**config.mk**
```make
export PLATFORM = sky130hd
export DESIGN_NAME = gcs_ctrl
export DESIGN_NICKNAME = d
export VERILOG_FILES = /design/src/verilog/gcs_pkg.sv /design/src/verilog/gcs_sync.sv /design/src/verilog/gcs_ctrl.sv
export SDC_FILE = /design/constraint.sdc
export NUM_CORES = 1
export LEC_CHECK = 0
export ABC_CLOCK_PERIOD_IN_PS = 2400
export BUFFER_PORTS_ARGS = -buffer_cell sky130_fd_sc_hd__buf_2
export CAP_MARGIN = 20
export CELL_PAD_IN_SITES_DETAIL_PLACEMENT = 2
export CELL_PAD_IN_SITES_GLOBAL_PLACEMENT = 2
export CORE_ASPECT_RATIO = 2
export CORE_MARGIN = 4
export CORE_UTILIZATION = 30
export CTS_CLUSTER_DIAMETER = 120
export DETAILED_ROUTE_END_ITERATION = 8
export GPL_ROUTABILITY_DRIVEN = 0
export PLACE_DENSITY_LB_ADDON = 0.1
export SETUP_SLACK_MARGIN = 0.2
export SLEW_MARGIN = 20
export SYNTH_ARGS = -nofsm -noshare
export SYNTH_HDL_FRONTEND = slang
export SYNTH_SLANG_ARGS = --single-unit
export TNS_END_PERCENT = 50
```
**constraint.sdc**
```tcl
create_clock -name clk_in -period 2.4 [get_ports clk_in]
set_clock_uncertainty 0.1 [all_clocks]
set_input_delay 0.12 -clock clk_in [delete_from_list [all_inputs] [get_ports clk_in]]
set_output_delay 0.12 -clock clk_in [all_outputs]
set_load 0.02 [all_outputs]
```
**src/verilog/gcs_pkg.sv**
```systemverilog
// Constants and types for the bus controller command sequencer
package gcs_pkg;
    localparam logic [7:0] GCS_LLO = 8'h11;
    localparam logic [7:0] GCS_GTL = 8'h01;
    localparam logic [7:0] GCS_UNL = 8'h3f;
    localparam logic [7:0] GCS_LAD_BASE = 8'h20;
    localparam logic [4:0] GCS_ADDR_MAX = 5'h1e;
    localparam logic [4:0] GCS_ADDR_DEF = 5'h15;
    localparam logic [15:0] GCS_CFG_DEF = 16'h0000;
    localparam logic [7:0] GCS_TERM_DEF = 8'h0a;
    localparam int GCS_BIT_ATN = 0;
    localparam int GCS_BIT_EOI = 1;
    localparam int GCS_BIT_SRQ = 2;
    localparam int GCS_BIT_IFC = 3;
    localparam int GCS_BIT_REN = 4;
    localparam int GCS_BIT_DAV = 5;
    localparam int GCS_BIT_NRFD = 6;
    localparam int GCS_BIT_NDAC = 7;
    typedef enum logic [3:0] {
        GCS_IDLE = 4'h0,
        GCS_LOAD = 4'h1,
        GCS_WAIT_RDY = 4'h3,
        GCS_DAV_ON = 4'h2,
        GCS_WAIT_ACC = 4'h6,
        GCS_DAV_OFF = 4'h7,
        GCS_NEXT = 4'h5,
        GCS_STBY = 4'h4
    } gcs_state_e;
    typedef enum logic [2:0] {
        GCS_SEQ_NONE = 3'h0,
        GCS_SEQ_LLO = 3'h1,
        GCS_SEQ_GTL = 3'h2,
        GCS_SEQ_OUT = 3'h3
    } gcs_seq_e;
endpackage : gcs_pkg

```
**src/verilog/gcs_sync.sv**
```systemverilog
// Two-stage synchroniser for the bus input lines
`timescale 1ns/1ns
`default_nettype none
module gcs_sync #(
    parameter int WIDTH = 8
) (
    input wire logic clk_in,
    input wire logic rstn_in,
    input wire logic [WIDTH-1:0] d_in,
    output logic [WIDTH-1:0] q_out
);
    logic [WIDTH-1:0] stage1;
    always_ff @(posedge clk_in or negedge rstn_in) begin
        if (!rstn_in) begin
            stage1 <= '0;
            q_out <= '0;
        end else begin
            stage1 <= d_in;
            q_out <= stage1;
        end
    end
endmodule : gcs_sync
`default_nettype wire

```
**src/verilog/gcs_ctrl.sv**
```systemverilog
// Controller command sequencer: commands, byte handshake and line snapshot
`timescale 1ns/1ns
`default_nettype none
module gcs_ctrl
    import gcs_pkg::*;
(
    input wire logic clk_in,
    input wire logic rstn_in,
    // Host commands, one-cycle pulses, taken only when idle, except take-control, taken only in standby
    input wire logic init_cmd_in,
    input wire logic [4:0] init_addr_in,
    input wire logic [15:0] init_config_in,
    input wire logic [7:0] init_term_in,
    input wire logic go_standby_cmd_in,
    input wire logic take_control_cmd_in,
    input wire logic lockout_cmd_in,
    input wire logic go_local_cmd_in,
    input wire logic output_string_cmd_in,
    input wire logic signed [7:0] target_primary_address_in,
    // String bytes from the host
    input wire logic str_valid_in,
    input wire logic [7:0] str_data_in,
    input wire logic str_last_in,
    output logic str_ready_out,
    // Bus lines, true means asserted
    input wire logic atn_in,
    input wire logic eoi_in,
    input wire logic srq_in,
    input wire logic ifc_in,
    input wire logic ren_in,
    input wire logic dav_in,
    input wire logic nrfd_in,
    input wire logic ndac_in,
    output logic atn_out,
    output logic ren_out,
    output logic dav_out,
    output logic eoi_out,
    output logic [7:0] dio_out,
    output logic dio_oe_out,
    output logic shadow_out,
    output logic active_out,
    output logic busy_out,
    output logic [4:0] own_bus_address_out,
    output logic [15:0] config_word_out,
    output logic [7:0] bus_line_snapshot_out
);
    // ======================================================
    // Input synchronisers
    logic [7:0] raw_lines;
    logic [7:0] sync_lines;
    assign raw_lines = {ndac_in, nrfd_in, dav_in, ren_in, ifc_in, srq_in, eoi_in, atn_in};
    gcs_sync #(.WIDTH(8)) u_sync (
        .clk_in(clk_in),
        .rstn_in(rstn_in),
        .d_in(raw_lines),
        .q_out(sync_lines)
    );

    function automatic logic addr_ok(input logic signed [7:0] a);
        addr_ok = (a >= 8'sd0) && (a <= $signed({3'h0, GCS_ADDR_MAX}));
    endfunction : addr_ok

    // ======================================================
    // Sequencer state
    gcs_state_e state, next_state;
    gcs_seq_e seq, next_seq;
    logic [1:0] step, next_step;
    logic [4:0] tgt, next_tgt;
    logic [7:0] byte_q, next_byte_q;
    logic byte_cmd, next_byte_cmd;
    logic byte_end, next_byte_end;
    logic in_str, next_in_str;
    logic next_atn, next_ren, next_dav, next_eoi, next_oe, next_shadow, next_active;
    logic [4:0] next_addr;
    logic [15:0] next_cfg;
    logic [7:0] term, next_term;
    logic [7:0] next_snap;
    logic next_str_ready;

    always_comb begin
        next_state = state;
        next_seq = seq;
        next_step = step;
        next_tgt = tgt;
        next_byte_q = byte_q;
        next_byte_cmd = byte_cmd;
        next_byte_end = byte_end;
        next_in_str = in_str;
        next_atn = atn_out;
        next_ren = ren_out;
        next_dav = dav_out;
        next_eoi = eoi_out;
        next_oe = dio_oe_out;
        next_shadow = shadow_out;
        next_active = active_out;
        next_addr = own_bus_address_out;
        next_cfg = config_word_out;
        next_term = term;
        next_str_ready = 1'b0;
        // Inner-side view: REN always, ATN while active and DAV while data is driven read back our own drive; EOI reads the line
        next_snap = sync_lines;
        next_snap[GCS_BIT_ATN] = active_out ? atn_out : sync_lines[GCS_BIT_ATN];
        next_snap[GCS_BIT_REN] = ren_out;
        next_snap[GCS_BIT_DAV] = dio_oe_out ? dav_out : sync_lines[GCS_BIT_DAV];
        case (state)
            GCS_IDLE: begin
                if (init_cmd_in) begin
                    // Out-of-range address keeps the previous one
                    if (init_addr_in <= GCS_ADDR_MAX) begin
                        next_addr = init_addr_in;
                    end
                    next_cfg = init_config_in;
                    next_term = init_term_in;
                end else if (go_standby_cmd_in && active_out) begin
                    next_atn = 1'b0;
                    next_active = 1'b0;
                    next_shadow = 1'b1;
                    next_state = GCS_STBY;
                end else if (lockout_cmd_in && active_out) begin
                    next_seq = GCS_SEQ_LLO;
                    next_step = 2'h0;
                    next_state = GCS_LOAD;
                end else if (go_local_cmd_in && active_out) begin
                    if (addr_ok(target_primary_address_in)) begin
                        next_tgt = target_primary_address_in[4:0];
                        next_seq = GCS_SEQ_GTL;
                        next_step = 2'h0;
                        next_state = GCS_LOAD;
                    end
                    next_ren = 1'b0;
                end else if (output_string_cmd_in && active_out) begin
                    // String bytes are owed until the host marks the last one
                    next_in_str = 1'b1;
                    next_tgt = target_primary_address_in[4:0];
                    next_seq = GCS_SEQ_OUT;
                    // Skip addressing for current listeners
                    next_step = addr_ok(target_primary_address_in) ? 2'h0 : 2'h2;
                    next_state = GCS_LOAD;
                end
            end
            GCS_LOAD: begin
                next_byte_end = 1'b0;
                next_byte_cmd = 1'b1;
                next_state = GCS_WAIT_RDY;
                case (step)
                    2'h0: next_byte_q = (seq == GCS_SEQ_LLO) ? GCS_LLO : GCS_UNL;
                    2'h1: next_byte_q = GCS_LAD_BASE | {3'h0, tgt};
                    default: begin
                        if (seq == GCS_SEQ_GTL) begin
                            next_byte_q = GCS_GTL;
                        end else if (str_valid_in) begin
                            next_byte_cmd = 1'b0;
                            next_byte_q = str_data_in;
                            next_in_str = ~str_last_in;
                            next_str_ready = 1'b1;
                        end else if (in_str) begin
                            // Host stalled mid-string: wait, never send the terminator early
                            next_byte_cmd = 1'b0;
                            next_state = GCS_LOAD;
                        end else begin
                            next_byte_cmd = 1'b0;
                            next_byte_q = term;
                            next_byte_end = 1'b1;
                        end
                    end
                endcase
                next_atn = next_byte_cmd;
                next_oe = (next_state == GCS_WAIT_RDY);
            end
            GCS_WAIT_RDY: begin
                next_dav = 1'b0;
                if (!sync_lines[GCS_BIT_NRFD]) begin
                    next_dav = 1'b1;
                    next_eoi = byte_end;
                    next_state = GCS_DAV_ON;
                end
            end
            GCS_DAV_ON: begin
                next_state = GCS_WAIT_ACC;
            end
            GCS_WAIT_ACC: begin
                if (!sync_lines[GCS_BIT_NDAC]) begin
                    next_dav = 1'b0;
                    next_eoi = 1'b0;
                    next_state = GCS_DAV_OFF;
                end
            end
            GCS_DAV_OFF: begin
                next_oe = 1'b0;
                next_state = GCS_NEXT;
            end
            GCS_NEXT: begin
                next_state = GCS_IDLE;
                if (seq == GCS_SEQ_OUT && step == 2'h2 && !byte_end) begin
                    next_step = 2'h2;
                    next_state = GCS_LOAD;
                end else if (seq != GCS_SEQ_LLO && step != 2'h2) begin
                    next_step = step + 2'h1;
                    next_state = GCS_LOAD;
                end
                if (next_state == GCS_IDLE) begin
                    next_seq = GCS_SEQ_NONE;
                    next_atn = 1'b0;
                end
            end
            GCS_STBY: begin
                // Only take-control leaves standby
                if (take_control_cmd_in) begin
                    next_atn = 1'b1;
                    next_active = 1'b1;
                    next_shadow = 1'b0;
                    next_state = GCS_IDLE;
                end
            end
            default: next_state = GCS_IDLE;
        endcase
    end

    always_ff @(posedge clk_in or negedge rstn_in) begin
        if (!rstn_in) begin
            state <= GCS_IDLE;
            seq <= GCS_SEQ_NONE;
            step <= 2'h0;
            tgt <= 5'h00;
            byte_q <= 8'h00;
            byte_cmd <= 1'b0;
            byte_end <= 1'b0;
            in_str <= 1'b0;
            atn_out <= 1'b0;
            ren_out <= 1'b0;
            dav_out <= 1'b0;
            eoi_out <= 1'b0;
            dio_oe_out <= 1'b0;
            shadow_out <= 1'b0;
            active_out <= 1'b1;
            own_bus_address_out <= GCS_ADDR_DEF;
            config_word_out <= GCS_CFG_DEF;
            term <= GCS_TERM_DEF;
            bus_line_snapshot_out <= 8'h00;
            str_ready_out <= 1'b0;
        end else begin
            state <= next_state;
            seq <= next_seq;
            step <= next_step;
            tgt <= next_tgt;
            byte_q <= next_byte_q;
            byte_cmd <= next_byte_cmd;
            byte_end <= next_byte_end;
            in_str <= next_in_str;
            atn_out <= next_atn;
            ren_out <= next_ren;
            dav_out <= next_dav;
            eoi_out <= next_eoi;
            dio_oe_out <= next_oe;
            shadow_out <= next_shadow;
            active_out <= next_active;
            own_bus_address_out <= next_addr;
            config_word_out <= next_cfg;
            term <= next_term;
            bus_line_snapshot_out <= next_snap;
            str_ready_out <= next_str_ready;
        end
    end

    assign dio_out = byte_q;
    assign busy_out = (state != GCS_IDLE);
endmodule : gcs_ctrl
`default_nettype wire

```
==> flow_metrics.tcl <==
set metrics [dict create \
    status "finished, final reports clean" \
    via_per_inst 4.79 \
    busiest_layer "met2" \
    cts_max_path_buffers 2 \
    async_reset_ff_share_pct 100 \
    slowest_stage "dlygate4sd3_1" \
    tritoncts "built" \
    fp.dieH_microns 158 \
    ys_ff_latch 79 \
    slew_violations 0 \
    grtUsageMet2_pct 35.8 \
    path_class "primary input to register" \
    area_delta_synth_final_pct 43.8 \
    synth_ff_type "dfrtp_1" \
    met3_usage_pct 3.73 \
    ant_nets 0 \
    grt_pass1_wl_microns 18300 \
    peakVddDrop_uv 522 \
    synth_cell_types 42 \
    maxCapViolCount 0 \
    p_leak_nw 2.39 \
    drt_drc_violations_left 0 \
    wl_microns 11300 \
    min_to "dio_out[6]" \
    timing.slew.headroom_pct 55.7 \
    antenna_cells 0 \
    syn_area_sq_um 3390 \
    multi_input_area_sq_um 1300 \
    wl_per_cell_microns 18.0 \
    cts-root-buf "clkbuf_16" \
    rsz0062_at_grt "true" \
    hold_depth 4 \
    hold_violations 0 \
    clk_latency_ns 0.33 \
    r2r-start "state[2]" \
    worstPathCellList "dlygate4sd3_1 > buf_2 > nand2_1 > o21ai_0 > o21ai_0 > nand2_1 > mux2_2" \
    use_met1_pct 17.7 \
    grt_max_degree 45 \
    setup_violations 0 \
    num_vias 3014 \
    start_util_pct 30.8 \
    post-route-period-util_pct 88.2 \
    power_density_nw_per_um2 1210 \
    layout_common_cells "buf_2, nand2_1, dfrtp_1" \
    final_common_cell "buf_2" \
    hold_ws_ns 0.0686 \
    rows 54 \
    clock-sinks 79 \
    grt_usage_pct 17.9 \
    num_io_pins 109 \
    reg2reg_to "seq[0]" \
    htree_num_levels 3 \
    drt_iter0_drc 60 \
    hpwl_microns 8030 \
    tightest_slew_ns 0.658 \
    layout-drive-gt1-share_pct 33.1 \
    cpPeakStageDelay_ns 0.54 \
    fin_nets 550 \
    die_w_microns 83.1 \
    min_period_ns 2.12 \
    fin_tns_setup_ns 0 \
    core_area_sq_um 11000 \
    firstDrtPassIters 4 \
    grt_pass1_vias 3458 \
    grt_overflow_total 0 \
    avgSynthCellArea_sq_um 10.3 \
    timing.hold.worst.start "str_data_in[6]" \
    startpoint_type "primary input" \
    crit_fanout 5 \
    regArea_sq_um 1980 \
    die-area_sq_um 13200 \
    utilization_pct 44.2 \
    r2r_setup_slack_ns 0.33 \
    arrival_ns 2.23 \
    timing.fmax_ghz 0.472 \
    endpoint_kind "register" \
    synth-edff-count 0 \
    port_buffers 105 \
    cts_made_buffers 9 \
    critPathRequiredTime_ns 2.51 \
    synthCells 330 \
    min_path_type "primary input to register" \
    antenna_found_initial 0 \
    rr_worst_depth 5 \
    filler_cell_count 1216 \
    ys_warn_count 0 \
    synth-seq-area-share_pct 58.6 \
    clk_pin_slew_ns 0.06 \
]
## power by group
group | switching [mW] | internal (mW)
Clock | 0.567 | 0.808
Sequential | 0.365 | 1.84
Combinational | 1.38 | 0.956
Total | 2.31 | 3.60
## what timing repair did
item / 4_1_cts / 5_1_grt
endpoints found under the setup margin: 2 / 13
hold buffers: 44 / 0
setup buffers: 0 / 0
gates resized for setup: 1 / 1
hold endpoints to repair: 82 / 0
## registers in the layout (all words and copies together), names as in the netlist, 2 cells and up
signal                 flops
dio_out                    8
state                      3
term                       8
seq                        2
u_sync.stage1              7
own_bus_address_out        5
step                       2
bus_line_snapshot_out      7
config_word_out           16
u_sync.q_out               7
tgt                        5
## cell usage after synthesis (2+ instances only)
| library cell | n | area (sq um) |
|---|---|---|
| a211oi_1 | 4 | 30.0 |
| a21o_1 | 3 | 22.5 |
| a21oi_1 | 18 | 90.1 |
| a221oi_1 | 4 | 35.0 |
| a22o_1 | 3 | 26.3 |
| a31oi_1 | 3 | 18.8 |
| a31oi_2 | 2 | 25.0 |
| and3_1 | 2 | 12.5 |
| buf_1 | 2 | 7.51 |
| buf_2 | 5 | 25.0 |
| buf_4 | 2 | 15.0 |
| clkbuf_1 | 9 | 33.8 |
| dfrtp_1 | 73 | 1830 |
| dfstp_2 | 6 | 158 |
| ha_1 | 3 | 37.5 |
| inv_1 | 9 | 33.8 |
| mux2_1 | 4 | 45.0 |
| mux2_2 | 15 | 169 |
| mux2i_1 | 2 | 20.0 |
| nand2_1 | 86 | 323 |
| nand2b_1 | 6 | 37.5 |
| nand3_1 | 5 | 25.0 |
| nor2_1 | 23 | 86.3 |
| nor2b_1 | 4 | 25.0 |
| nor3_1 | 3 | 15.0 |
| o21ai_0 | 17 | 85.1 |
| o22a_1 | 2 | 17.5 |
## worst max-delay path by stage
stage,slack (ns),start,cells past startpoint,end
5_1_grt,0.18,target_primary_address_in[4],7,tgt[4]
6_report,0.28,target_primary_address_in[3],7,tgt[3]
4_1_cts,0.23,target_primary_address_in[4],7,tgt[4]
3_3_place_gp,0.33,step[0],7,dio_out[7]
2_1_floorplan,0.49,step[1],7,atn_out
3_5_place_dp,0.20,step[0],7,dio_out[7]
## area by class of cell
cell class	count	area share, %
Sequential cell	79	40.7
Multi-Input combinational cell	224	26.6
Timing Repair Buffer	161	22.2
Clock buffer	9	4.62
Tap cell	140	3.60
Clock inverter	7	1.49
Inverter	9	0.693
## per-layer routing
metal / share of wire, % / up-vias
li1: - / 1411
met1: 34 / 1513
met2: 59 / 75
met3: 4.2 / 15
met4: 2.4 / 0
met5: 0 / -
## per-stage QoR
stage / power [mW] / setup WS (ns) / instances / cell area [sq um]
after detailed placement: 4.52 / 0.200 / 569 / 4120
after CTS: 6.01 / 0.227 / 629 / 4860
final: 5.91 / 0.283 / 629 / 4870
after global placement: 4.42 / 0.325 / 569 / 4120
after global routing: 6.35 / 0.177 / 629 / 4870
after floorplan: 3.55 / 0.493 / 331 / 3390
## critical path, delay by kind of cell
family / cells / cell delay, ns
compound gates: 2 / 0.77
buf+inv: 2 / 0.68
mux: 1 / 0.36
simple gates: 2 / 0.29
## logic make-up (layout without fill, tap and decap cells)
| family | after synthesis | in the layout | synth area share [%] |
|---|---|---|---|
| buffers and inverters | 28 | 186 | 3.73 |
| AOI/OAI and AO/OA | 64 | 64 | 13.0 |
| other | 1 | 2 | 0.111 |
| and+or+nand+nor | 133 | 133 | 16.4 |
| adders and majority gates | 3 | 3 | 1.11 |
| muxes | 21 | 21 | 6.91 |
| xor gates and xnor gates | 1 | 1 | 0.259 |
| DFF | 79 | 79 | 58.6 |
Power figures use the tool's default switching activity.
